## src/vpic_pkg.sv

```systemverilog
// Purpose: shared constants for the vectored priority interrupt controller
// Assumes: 32 sources, 32-bit APB data, 12-bit byte address
// Notes:   register words are aligned; offsets are byte addresses
package vpic_pkg;

  // ==========================================================
  // sizes
  localparam int NUM_SRC     = 32;
  localparam int SRC_W       = 5;
  localparam int PRIO_W      = 3;
  localparam int TRIG_W      = 2;
  localparam int ADDR_W      = 12;
  localparam int STACK_DEPTH = 8;
  localparam int DEPTH_W     = 4;

  // ==========================================================
  // register offsets
  localparam logic [ADDR_W-1:0] MODE_BASE = 12'h000;
  localparam logic [ADDR_W-1:0] VEC_BASE  = 12'h080;
  localparam logic [ADDR_W-1:0] IVR_OFS   = 12'h100;
  localparam logic [ADDR_W-1:0] FVR_OFS   = 12'h104;
  localparam logic [ADDR_W-1:0] CUR_OFS   = 12'h108;
  localparam logic [ADDR_W-1:0] PEND_OFS  = 12'h10C;
  localparam logic [ADDR_W-1:0] MASK_OFS  = 12'h110;
  localparam logic [ADDR_W-1:0] CORE_OFS  = 12'h114;
  localparam logic [ADDR_W-1:0] ENA_OFS   = 12'h120;
  localparam logic [ADDR_W-1:0] DIS_OFS   = 12'h124;
  localparam logic [ADDR_W-1:0] CLR_OFS   = 12'h128;
  localparam logic [ADDR_W-1:0] SET_OFS   = 12'h12C;
  localparam logic [ADDR_W-1:0] EOS_OFS   = 12'h130;
  localparam logic [ADDR_W-1:0] SPUR_OFS  = 12'h134;
  localparam logic [ADDR_W-1:0] DBG_OFS   = 12'h138;
  localparam logic [ADDR_W-1:0] FFEN_OFS  = 12'h140;
  localparam logic [ADDR_W-1:0] FFDIS_OFS = 12'h144;
  localparam logic [ADDR_W-1:0] FFST_OFS  = 12'h148;

  // ==========================================================
  // field positions
  localparam int MODE_PRIO_LSB = 0;
  localparam int MODE_TRIG_LSB = 5;
  localparam int DBG_GMASK_BIT = 1;

  // ==========================================================
  // trigger encodings; bit 0 selects edge, bit 1 selects high/rising
  localparam logic [TRIG_W-1:0] TRIG_LVL_LOW   = 2'h0;
  localparam logic [TRIG_W-1:0] TRIG_EDGE_FALL = 2'h1;
  localparam logic [TRIG_W-1:0] TRIG_LVL_HIGH  = 2'h2;
  localparam logic [TRIG_W-1:0] TRIG_EDGE_RISE = 2'h3;

  // ==========================================================
  // reset values
  localparam logic [31:0] WORD_RST = 32'h0000_0000;

endpackage : vpic_pkg

```

## src/vpic_ctrl.sv

```systemverilog
// Purpose: vectored, maskable priority interrupt controller, APB slave
// Assumes: clk runs continuously; peripheral lines are on clk
// Notes:   zero-wait APB; read data captured in the setup cycle
//
// Behaviour
// RL1 - source 0 comes from the fast request pin only
// RL2 - source 1 is the OR of all system peripheral lines
// RL3 - sources 2-31 take a peripheral line or an external line
// RL4 - peripheral identifier equals the source number it drives
// RL5 - every source has its own mode register with trigger type
// RL6 - internal sources selectable level or edge, polarity irrelevant
// RL7 - external sources: high level, low level, rising or falling edge
// RL8 - enable and disable command writes act in one access each
// RL9 - mask readback register shows the enable state
// RL10 - disabled sources never affect servicing of enabled ones
// RL11 - set and clear commands act on edge latches, source 0 included
// RL12 - set and clear commands ignore level-sensitive sources
// RL13 - vector read clears only the current source's edge latch
// RL14 - fast-forced sources are exempt from vector-read auto clear
// RL15 - fast vector read clears source 0's edge latch
// RL16 - pending register shows activity whether masked or not
// RL17 - current number register returns the serviced source number
// RL18 - core status register mirrors both request outputs
// RL19 - continuously clocked, unaffected by clock gating
// RL20 - either request output asserted wakes the processor
// RL21 - general mask wakes processor without asserting request
// RL22 - pin-multiplexed external lines see no extra latency
// RL23 - sources carry priority 7 highest down to 0 lowest
// RL24 - vector read picks highest priority, lowest number on ties
// RL25 - equal or lower priority waits for end of service
// RL26 - eight-deep stack pushed on vector read, popped on end
// RL27 - external lines synchronised before detection
`timescale 1ns/10ps
module vpic_ctrl
  import vpic_pkg::*;
#(
  parameter logic [NUM_SRC-1:0] EXT_SRC_MASK = 32'h0000_0001,
  parameter int                 SYS_LINES    = 4
) (
  // clock and reset
  input  wire logic                 clk,
  input  wire logic                 rst,
  // apb slave
  input  wire logic [ADDR_W-1:0]    paddr,
  input  wire logic                 psel,
  input  wire logic                 penable,
  input  wire logic                 pwrite,
  input  wire logic [31:0]          pwdata,
  output logic                      pready,
  output logic      [31:0]          prdata,
  output logic                      pslverr,
  // interrupt sources
  input  wire logic                 fastRequestInput,
  input  wire logic [SYS_LINES-1:0] systemIrqLines,
  input  wire logic [NUM_SRC-1:2]   peripheralIrq,
  input  wire logic [NUM_SRC-1:2]   externalRequestInputs,
  // processor side
  output logic                      normalRequestOut_n,
  output logic                      fastRequestOut_n,
  output logic                      wakeRequest
);

  // ==========================================================
  // elaboration checks
  if (!EXT_SRC_MASK[0] || EXT_SRC_MASK[1]) begin : g_bad_mask
    $error("source 0 must be external and source 1 internal");
  end
  if (SYS_LINES < 1) begin : g_bad_sys
    $error("at least one system line is needed");
  end

  typedef struct packed {
    logic [NUM_SRC-1:0][PRIO_W-1:0]     prio;
    logic [NUM_SRC-1:0][TRIG_W-1:0]     trig;
    logic [NUM_SRC-1:0][31:0]           vec;
    logic [31:0]                        spur;
    logic [NUM_SRC-1:0]                 enable;
    logic [NUM_SRC-1:0]                 ffEn;
    logic                               gmask;
    logic [NUM_SRC-1:0]                 latch;
    logic [NUM_SRC-1:0]                 rawPrev;
    logic [STACK_DEPTH-1:0][SRC_W-1:0]  stkNum;
    logic [STACK_DEPTH-1:0][PRIO_W-1:0] stkLvl;
    logic [DEPTH_W-1:0]                 depth;
    logic [SRC_W-1:0]                   ivrIdx;
    logic [PRIO_W-1:0]                  ivrPrio;
    logic                               ivrValid;
    logic                               irqN;
    logic                               fiqN;
    logic                               wake;
    logic                               pready;
    logic                               pslverr;
    logic [31:0]                        prdata;
  } vpic_state_s;

  vpic_state_s s_q;
  vpic_state_s s_d;

  function automatic logic isMapped(input logic [ADDR_W-1:0] a);
    logic hit;
    hit = (a[1:0] == 2'h0);
    case (a)
      IVR_OFS, FVR_OFS, CUR_OFS, PEND_OFS, MASK_OFS, CORE_OFS,
      ENA_OFS, DIS_OFS, CLR_OFS, SET_OFS, EOS_OFS, SPUR_OFS,
      DBG_OFS, FFEN_OFS, FFDIS_OFS, FFST_OFS: isMapped = hit;
      default: begin
        isMapped = hit && (a[ADDR_W-1:7] == MODE_BASE[ADDR_W-1:7] ||
                           a[ADDR_W-1:7] == VEC_BASE[ADDR_W-1:7]);
      end
    endcase
  endfunction : isMapped

  function automatic logic wrHit(input logic          w,
                                 input logic [ADDR_W-1:0] a,
                                 input logic [ADDR_W-1:0] ofs);
    wrHit = w && (a == ofs);
  endfunction : wrHit

  // ==========================================================
  // source collection
  logic [NUM_SRC-1:0] extSync;
  logic [NUM_SRC-1:0] raw;
  logic [NUM_SRC-1:0] pol;
  logic [NUM_SRC-1:0] act;
  logic [NUM_SRC-1:0] edgeSel;
  logic [NUM_SRC-1:0] edgeDet;
  logic [NUM_SRC-1:0] pending;
  logic [NUM_SRC-1:0] normCand;
  logic [NUM_SRC-1:0] fastCand;
  logic               candValid;
  logic [SRC_W-1:0]   candIdx;
  logic [PRIO_W-1:0]  candPrio;

  vpic_sync3 #(
    .W       (NUM_SRC)
  ) u_sync (
    .clk     (clk),
    .rst     (rst),
    .asyncIn ({externalRequestInputs, 1'b0, fastRequestInput}), // RL27 RL1
    .syncOut (extSync)
  );

  always_comb begin
    raw    = '0;
    raw[0] = extSync[0];                                        // RL1
    raw[1] = |systemIrqLines;                                   // RL2
    // same path for direct and multiplexed external lines
    for (int i = 2; i < NUM_SRC; i++) begin
      raw[i] = EXT_SRC_MASK[i] ? extSync[i] : peripheralIrq[i]; // RL3 RL4 RL22
    end
  end

  always_comb begin
    for (int i = 0; i < NUM_SRC; i++) begin
      edgeSel[i] = s_q.trig[i][0];                              // RL5 RL6
      pol[i]     = EXT_SRC_MASK[i] & ~s_q.trig[i][1];           // RL7
    end
  end

  assign act     = raw ^ pol;
  assign edgeDet = act & ~(s_q.rawPrev ^ pol) & edgeSel;
  assign pending = (edgeSel & s_q.latch) | (~edgeSel & act);    // RL16
  assign normCand = pending & s_q.enable & ~s_q.ffEn
                    & ~32'h0000_0001;                           // RL10
  assign fastCand = pending & s_q.enable & (s_q.ffEn | 32'h0000_0001);

  vpic_prio_sel u_sel (
    .cand     (normCand),
    .prio     (s_q.prio),                                       // RL23
    .winValid (candValid),
    .winIdx   (candIdx),                                        // RL24
    .winPrio  (candPrio)
  );

  // ==========================================================
  // bus phases
  logic               setup;
  logic               access;
  logic               wr;
  logic               rd;
  logic               ivrRd;
  logic               eosWr;
  logic [NUM_SRC-1:0] setCmd;
  logic [NUM_SRC-1:0] clrCmd;
  logic [NUM_SRC-1:0] autoClr;
  logic [31:0]        rdata;
  logic [SRC_W-1:0]   regIdx;

  assign setup  = psel && !penable;
  assign access = psel && penable && s_q.pready;
  assign wr     = access && pwrite;
  assign rd     = access && !pwrite;
  assign ivrRd  = rd && (paddr == IVR_OFS);
  assign eosWr  = wrHit(wr, paddr, EOS_OFS);
  assign regIdx = paddr[6:2];

  // ==========================================================
  // read mux, sampled in the setup cycle
  always_comb begin
    rdata = WORD_RST;
    case (paddr)
      IVR_OFS:   rdata = candValid ? s_q.vec[candIdx] : s_q.spur;
      FVR_OFS:   rdata = s_q.vec[0];
      CUR_OFS:   rdata = {27'h0000000, s_q.stkNum[0]};          // RL17
      PEND_OFS:  rdata = pending;                               // RL16
      MASK_OFS:  rdata = s_q.enable;                            // RL9
      CORE_OFS:  rdata = {30'h00000000, ~s_q.fiqN, ~s_q.irqN};  // RL18
      SPUR_OFS:  rdata = s_q.spur;
      DBG_OFS:   rdata = {30'h00000000, s_q.gmask, 1'b0};
      FFST_OFS:  rdata = s_q.ffEn;
      default: begin
        if (paddr[ADDR_W-1:7] == MODE_BASE[ADDR_W-1:7]) begin
          rdata = {25'h0000000, s_q.trig[regIdx], 2'h0, s_q.prio[regIdx]};
        end else if (paddr[ADDR_W-1:7] == VEC_BASE[ADDR_W-1:7]) begin
          rdata = s_q.vec[regIdx];
        end
      end
    endcase
  end

  // ==========================================================
  // next state
  always_comb begin
    s_d         = s_q;
    s_d.rawPrev = raw;
    setCmd      = wrHit(wr, paddr, SET_OFS) ? pwdata : '0;      // RL11
    clrCmd      = wrHit(wr, paddr, CLR_OFS) ? pwdata : '0;      // RL11
    autoClr     = '0;
    if (ivrRd && s_q.ivrValid && !s_q.ffEn[s_q.ivrIdx]) begin
      autoClr[s_q.ivrIdx] = 1'b1;                               // RL13 RL14
    end
    if (rd && paddr == FVR_OFS) begin
      autoClr[0] = 1'b1;                                        // RL15
    end
    // a new edge beats a same-cycle clear; level sources hold no latch
    s_d.latch = ((s_q.latch & ~(clrCmd | autoClr)) | edgeDet | setCmd)
                & edgeSel;                                      // RL12

    if (wr && paddr[ADDR_W-1:7] == MODE_BASE[ADDR_W-1:7]) begin
      s_d.prio[regIdx] = pwdata[MODE_PRIO_LSB +: PRIO_W];       // RL23
      s_d.trig[regIdx] = pwdata[MODE_TRIG_LSB +: TRIG_W];       // RL5
    end
    if (wr && paddr[ADDR_W-1:7] == VEC_BASE[ADDR_W-1:7]) begin
      s_d.vec[regIdx] = pwdata;
    end
    if (wrHit(wr, paddr, ENA_OFS)) begin
      s_d.enable = s_q.enable | pwdata;                         // RL8
    end
    if (wrHit(wr, paddr, DIS_OFS)) begin
      s_d.enable = s_q.enable & ~pwdata;                        // RL8
    end
    if (wrHit(wr, paddr, FFEN_OFS)) begin
      s_d.ffEn = (s_q.ffEn | pwdata) & ~32'h0000_0001;
    end
    if (wrHit(wr, paddr, FFDIS_OFS)) begin
      s_d.ffEn = s_q.ffEn & ~pwdata;
    end
    if (wrHit(wr, paddr, SPUR_OFS)) begin
      s_d.spur = pwdata;
    end
    if (wrHit(wr, paddr, DBG_OFS)) begin
      s_d.gmask = pwdata[DBG_GMASK_BIT];
    end

    // nesting stack, top at index 0; a push when full drops the bottom
    if (ivrRd && s_q.ivrValid) begin
      for (int k = STACK_DEPTH - 1; k > 0; k--) begin
        s_d.stkNum[k] = s_q.stkNum[k-1];
        s_d.stkLvl[k] = s_q.stkLvl[k-1];
      end
      s_d.stkNum[0] = s_q.ivrIdx;                               // RL26
      s_d.stkLvl[0] = s_q.ivrPrio;
      if (s_q.depth != DEPTH_W'(STACK_DEPTH)) begin
        s_d.depth = s_q.depth + 4'h1;
      end
    end else if (eosWr && s_q.depth != 4'h0) begin
      for (int k = 0; k < STACK_DEPTH - 1; k++) begin
        s_d.stkNum[k] = s_q.stkNum[k+1];
        s_d.stkLvl[k] = s_q.stkLvl[k+1];
      end
      s_d.stkNum[STACK_DEPTH-1] = '0;
      s_d.stkLvl[STACK_DEPTH-1] = '0;
      s_d.depth = s_q.depth - 4'h1;                             // RL26
    end

    // only a strictly higher priority re-raises the normal line
    s_d.irqN = !(candValid && !s_q.gmask &&
                 (s_q.depth == 4'h0 || candPrio > s_q.stkLvl[0])); // RL25
    s_d.fiqN = !((|fastCand) && !s_q.gmask);
    s_d.wake = |(pending & s_q.enable);                         // RL20 RL21

    s_d.pready  = setup;
    s_d.pslverr = setup && !isMapped(paddr);
    if (setup) begin
      s_d.prdata   = rdata;
      s_d.ivrIdx   = candIdx;                                   // RL24
      s_d.ivrPrio  = candPrio;
      s_d.ivrValid = candValid;
    end
  end

  // free-running clock, no gating enable anywhere
  always_ff @(posedge clk) begin                                // RL19
    if (rst) begin
      s_q      <= '0;
      s_q.irqN <= 1'b1;
      s_q.fiqN <= 1'b1;
    end else begin
      s_q <= s_d;
    end
  end

  assign pready             = s_q.pready;
  assign prdata             = s_q.prdata;
  assign pslverr            = s_q.pslverr;
  assign normalRequestOut_n = s_q.irqN;
  assign fastRequestOut_n   = s_q.fiqN;
  assign wakeRequest        = s_q.wake;
endmodule : vpic_ctrl

```

## src/vpic_sync3.sv

```systemverilog
// Purpose: three-stage input synchroniser with agreement filter
// Assumes: inputs are asynchronous to clk
// Notes:   output follows once stages two and three agree
`timescale 1ns/10ps
module vpic_sync3 #(
  parameter int W = 32
) (
  // clock and reset
  input  wire logic         clk,
  input  wire logic         rst,
  // data
  input  wire logic [W-1:0] asyncIn,
  output logic      [W-1:0] syncOut
);

  typedef struct packed {
    logic [W-1:0] s1;
    logic [W-1:0] s2;
    logic [W-1:0] s3;
    logic [W-1:0] out;
  } vpic_sync_s;

  vpic_sync_s s_q;
  vpic_sync_s s_d;

  // ==========================================================
  // next state
  always_comb begin
    s_d     = s_q;
    s_d.s1  = asyncIn;
    s_d.s2  = s_q.s1;
    s_d.s3  = s_q.s2;
    s_d.out = (~(s_q.s2 ^ s_q.s3) & s_q.s3) | ((s_q.s2 ^ s_q.s3) & s_q.out);
  end

  always_ff @(posedge clk) begin
    if (rst) begin
      s_q <= '0;
    end else begin
      s_q <= s_d;
    end
  end

  assign syncOut = s_q.out;

endmodule : vpic_sync3

```

## src/vpic_prio_sel.sv

```systemverilog
// Purpose: picks the highest-priority candidate source
// Assumes: candidates already masked and filtered
// Notes:   equal priorities resolve to the lowest source number
`timescale 1ns/10ps
module vpic_prio_sel
  import vpic_pkg::*;
(
  // candidates
  input  wire logic [NUM_SRC-1:0]             cand,
  input  wire logic [NUM_SRC-1:0][PRIO_W-1:0] prio,
  // winner
  output logic                                winValid,
  output logic      [SRC_W-1:0]               winIdx,
  output logic      [PRIO_W-1:0]              winPrio
);

  // ==========================================================
  // scan downward so a tie keeps the lower number
  always_comb begin
    winValid = 1'b0;
    winIdx   = '0;
    winPrio  = '0;
    for (int i = NUM_SRC - 1; i >= 0; i--) begin
      if (cand[i] && (!winValid || prio[i] >= winPrio)) begin
        winValid = 1'b1;
        winIdx   = SRC_W'(i);
        winPrio  = prio[i];
      end
    end
  end

endmodule : vpic_prio_sel

```

## config.mk

```make
export PLATFORM = sky130hd
export DESIGN_NAME = vpic_ctrl
export DESIGN_NICKNAME = d
export VERILOG_FILES = /design/src/vpic_pkg.sv /design/src/vpic_ctrl.sv /design/src/vpic_sync3.sv /design/src/vpic_prio_sel.sv
export SDC_FILE = /design/constraint.sdc
export NUM_CORES = 2
export LEC_CHECK = 0
export BUFFER_PORTS_ARGS = -buffer_cell sky130_fd_sc_hd__buf_4
export CAP_MARGIN = 10
export CELL_PAD_IN_SITES_DETAIL_PLACEMENT = 1
export CELL_PAD_IN_SITES_GLOBAL_PLACEMENT = 1
export CORE_MARGIN = 3
export CORE_UTILIZATION = 48
export CTS_BUF_LIST = sky130_fd_sc_hd__clkbuf_8 sky130_fd_sc_hd__clkbuf_16
export DETAILED_ROUTE_END_ITERATION = 16
export PLACE_DENSITY = 0.83
export SYNTH_ARGS = -nofsm -noshare
export SYNTH_HDL_FRONTEND = slang
export SYNTH_SLANG_ARGS = --single-unit
```

## constraint.sdc

```tcl
create_clock -name clk -period 60.1 [get_ports clk]
set_input_delay 3.005 -clock clk [delete_from_list [all_inputs] [get_ports clk]]
set_output_delay 3.005 -clock clk [all_outputs]
set_load 0.05 [all_outputs]
```

==> summary.md <==
| Metric | Value |
|---|---|
| Clk root buf | clkbuf_16 |
| Die extent in x | around 410 um |
| Hold path start | s_q[1352] |
| CTS Hold Bufs | 0 |
| Post-synth EDFFs | 0 |
| Layout area overhead | 9.47% |
| Die Area | around 160,000 um^2 |
| Post-DP HPWL | 235,000 um |
| WS Path Type | input pin to flop |
| Min-delay worst type | flop to flop |
| TritonCTS clock tree | yes |
| Slowest CP cell | and2_1 |
| Worst Max-Slew Pin Slew | about 1.5 ns |
| GR Util All Layers | 0.464 |
| Rel. slew slack | -0.00838 |
| DP Area | 78,600 um^2 |
| Power Density | 25.1 nW/um^2 |
| Worst Skew | 0.0532 ns |
| H-tree depth | 4 |
| Most used cell, CP | ha_1 |
| Placer Congestion | 0.993 |
| Mapped Cells | 9,752 |
| Post_cts resized | 0 |
| Synthesized area per cell | 7.88 um^2 |
| Share of cells above drive strength 1 | 0.112 |
| Status | finished, violations left |
| RSZ-0062 raised after global routing | no |
| Setup TNS | 0 ns |
| Switching share of total power | 0.253 |
| Worst setup EP type | flop |
| Clk Latency, worst-skew pair | 0.87 ns |
| Internal power | 1580 uW |
| Delay of the slowest critical-path stage | approximately 0.95 ns |
| CTS sink cnt | between 1,000 and 1,500 |
| Pre-antenna DRT Iters | 14 |
| # DRC | 0 |
| Die Ht | 406 um |
| Post-route ant nets | 0 |
| Failing checks | max-capacitance violations, max-slew violations |
| MaxCap Viol Count | 2 |
| Via count | 84,800 |
| Syn Std Cell Area | 76,800 um^2 |
| Crit path required time | ~61 ns |
| Finished Core Util | 0.530 |
| Post-synthesis cell type count | 110 |
| Post-route design area | about 84,000 um^2 |
| Final Non-Filler Cells | about 11,000 |
| Seq/Total Area, Yosys | 0.381 |
| Row cnt | 146 |
| Postcts setup bufs | 0 |
| Min Hold Slack | about 0.45 ns |
| Post-synth ARST share | 0 |
| Clock Tree Buf Depth | 3 |
| Num ports | 151 |
| Reg power frac | 0.461 |
| Iter 0 DRT Violations | 14,200 |
| Input/output buffers | 120 |
| Min Tclk post-route | 53.21 ns |
| Starting density of the core | 0.484 |
| Endpoints failing hold | 0 |
| FF+latch count, synth | 1,463 |
| Syn Nets | just under 10,000 |
| Total leakage power | 0.0266 uW |
| VDD IR-drop max | 0.0316 mV |
| Wire length of the first global-routing pass | 563,000 um |
| Num CTS Buffers | 162 |
| Final #Nets | between 9,000 and 10,000 |
| Vias in the first global route | 83,200 |
| R2R cell count | 200 |
| CP startpoint kind | input pin |
| Placeable Area | 159,000 um^2 |
| Clock power frac | 0.488 |
| Ys Warns | 0 |
| FMAX | between 15 and 20 MHz |
| Commonest cells after routing, fill and taps aside | nand2_1 (2,794), a21oi_1 (1,552), dfxtp_1 (1,463) |
| Hold Path Depth | 2 |
| Vias/cell | roughly 7.4 |
| Drt wl/cell | 34.5 um |
| Setup slack, reg-to-reg | 8.65 ns |
| Most common cell after layout, fill and taps aside | nand2_1 |
| Worst Path Max Fanout | 38 |
| Psw | 534 uW |
| Initial antenna violation count | 37 |
| Final critical-path share of the clock period | 0.885 |
| Reg clk slew, reported paths | 0.06 ns |
| Top FF cell, synth | dfxtp_1 |
| Final count of negative-setup-slack endpoints | 0 |
| Reg2reg start | edgeSel[31] |
| Cells after DPL | 11,200 |
| Comb power frac | 0.051 |
| WP data arrival | roughly 54 ns |
| WL final | 396,000 um |
| Largest net degree at the start of global routing | 196 |
| GRT overflow | 0 |
| FF-to-FF End | prdata[0] |
| Final Slew Violations | 2 |
| WHS Endpoint | s_q[1352] |
==> cell usage after synthesis, types with 13 or more instances <==
library cell | number | area [um^2]
or2_2 | 13 | 81.3
a2111oi_0 | 13 | 114
o21ai_0 | 175 | 876
mux4_2 | 304 | 6850
mux2i_1 | 89 | 891
a211oi_1 | 110 | 826
a221o_1 | 63 | 631
and2_1 | 23 | 144
inv_1 | 105 | 394
and3_1 | 41 | 257
a21o_1 | 18 | 135
dfxtp_1 | 1463 | 29300
a222oi_1 | 15 | 150
nand4_1 | 50 | 313
a211o_1 | 26 | 228
nand3_1 | 306 | 1530
nand2b_1 | 83 | 519
a31oi_1 | 65 | 407
a2bb2oi_1 | 30 | 263
buf_4 | 41 | 308
nor2b_1 | 93 | 582
o31a_1 | 21 | 184
a21oi_1 | 1553 | 7770
buf_1 | 79 | 297
o22ai_1 | 26 | 163
mux2_2 | 26 | 293
nor4_1 | 24 | 150
a311oi_1 | 61 | 534
nor2_1 | 223 | 837
a221oi_1 | 226 | 1980
o211ai_1 | 52 | 390
or3_1 | 16 | 100
clkbuf_1 | 763 | 2860
a22o_1 | 31 | 272
ha_1 | 71 | 888
buf_2 | 77 | 385
nand3b_1 | 24 | 180
o21a_1 | 24 | 180
nand2_1 | 2825 | 10600
nor3_1 | 57 | 285
a22oi_1 | 247 | 1850
nor3b_1 | 16 | 120
==> area by class of cell <==
class | count | area, um^2
Clock inverter | 78 | 566
Antenna cell | 33 | 82.6
Sequential cell | 1463 | 29300
Multi-Input combinational cell | 7221 | 43900
Fill cell | 19000 | 74600
Inverter | 105 | 394
Timing Repair Buffer | 308 | 2490
Tap cell | 2072 | 2590
Clock buffer | 213 | 4830
==> kinds of logic (layout without fill, tap and decap cells) <==
family,count (synthesis),count (layout),synth area share
and+or+nand+nor,3826,3826,0.208
AOI/OAI and AO/OA,2895,2895,0.238
DFF,1463,1463,0.381
buffers and inverters,1068,704,0.0557
muxes,419,419,0.104
adders and majority gates,76,76,0.0123
xor gates and xnor gates,5,5,0.000570
other,0,33,0
==> registers in the layout, indices dropped and copies added, names as in the netlist, named ones only <==
name,count
edgeSel,32
prdata,32
wakeRequest,1
pready,1
u_sync.s_q,1
normalRequestOut_n,1
s_q,1327
u_sync.s_d,2
pslverr,1
fastRequestOut_n,1
==> critical path, delay by kind of cell <==
kind / cells / cell delay, ns
adder cells (fa/ha/maj): 33 / 9.23
AO/OA/AOI/OAI: 84 / 22.25
AND/OR/NAND/NOR: 68 / 14.73
buffers and inverters: 5 / 0.48
multiplexers: 11 / 4.10
==> worst max-delay path by stage <==
stage,startpoint,end,slack (ns),cells past startpoint
final,peripheralIrq[31],prdata[0],6.89,201
after global placement,peripheralIrq[31],prdata[25],8.27,203
after floorplan,peripheralIrq[31],prdata[11],16.69,209
after detailed placement,peripheralIrq[31],prdata[25],6.90,204
after global routing,peripheralIrq[31],prdata[28],3.44,204
after CTS,peripheralIrq[31],prdata[25],7.49,204
==> power by group through the flow <==
stage	combinational (uW)	sequential [uW]	clock, uW
2_1_floorplan	63.9	995	0
3_3_place_gp	99.7	997	0
3_5_place_dp	101	997	0
4_1_cts	102	975	1030
5_1_grt	108	975	1070
6_report	108	976	1030
==> layer usage <==
layer	share of wire	global-route usage	up-vias
met5	0.0012	0.0229	-
met4	0.10	0.378	22
li1	-	-	33800
met3	0.15	0.187	2278
met2	0.40	0.653	7011
met1	0.35	0.553	41700
==> metrics by stage <==
step,worst slack [ns],power (uW)
final,6.89,2110
after global routing,3.44,2150
after CTS,7.49,2100
after detailed placement,6.90,1100
after global placement,8.27,1100
after floorplan,16.69,1060
No activity file was read; power rests on OpenSTA's default activity.
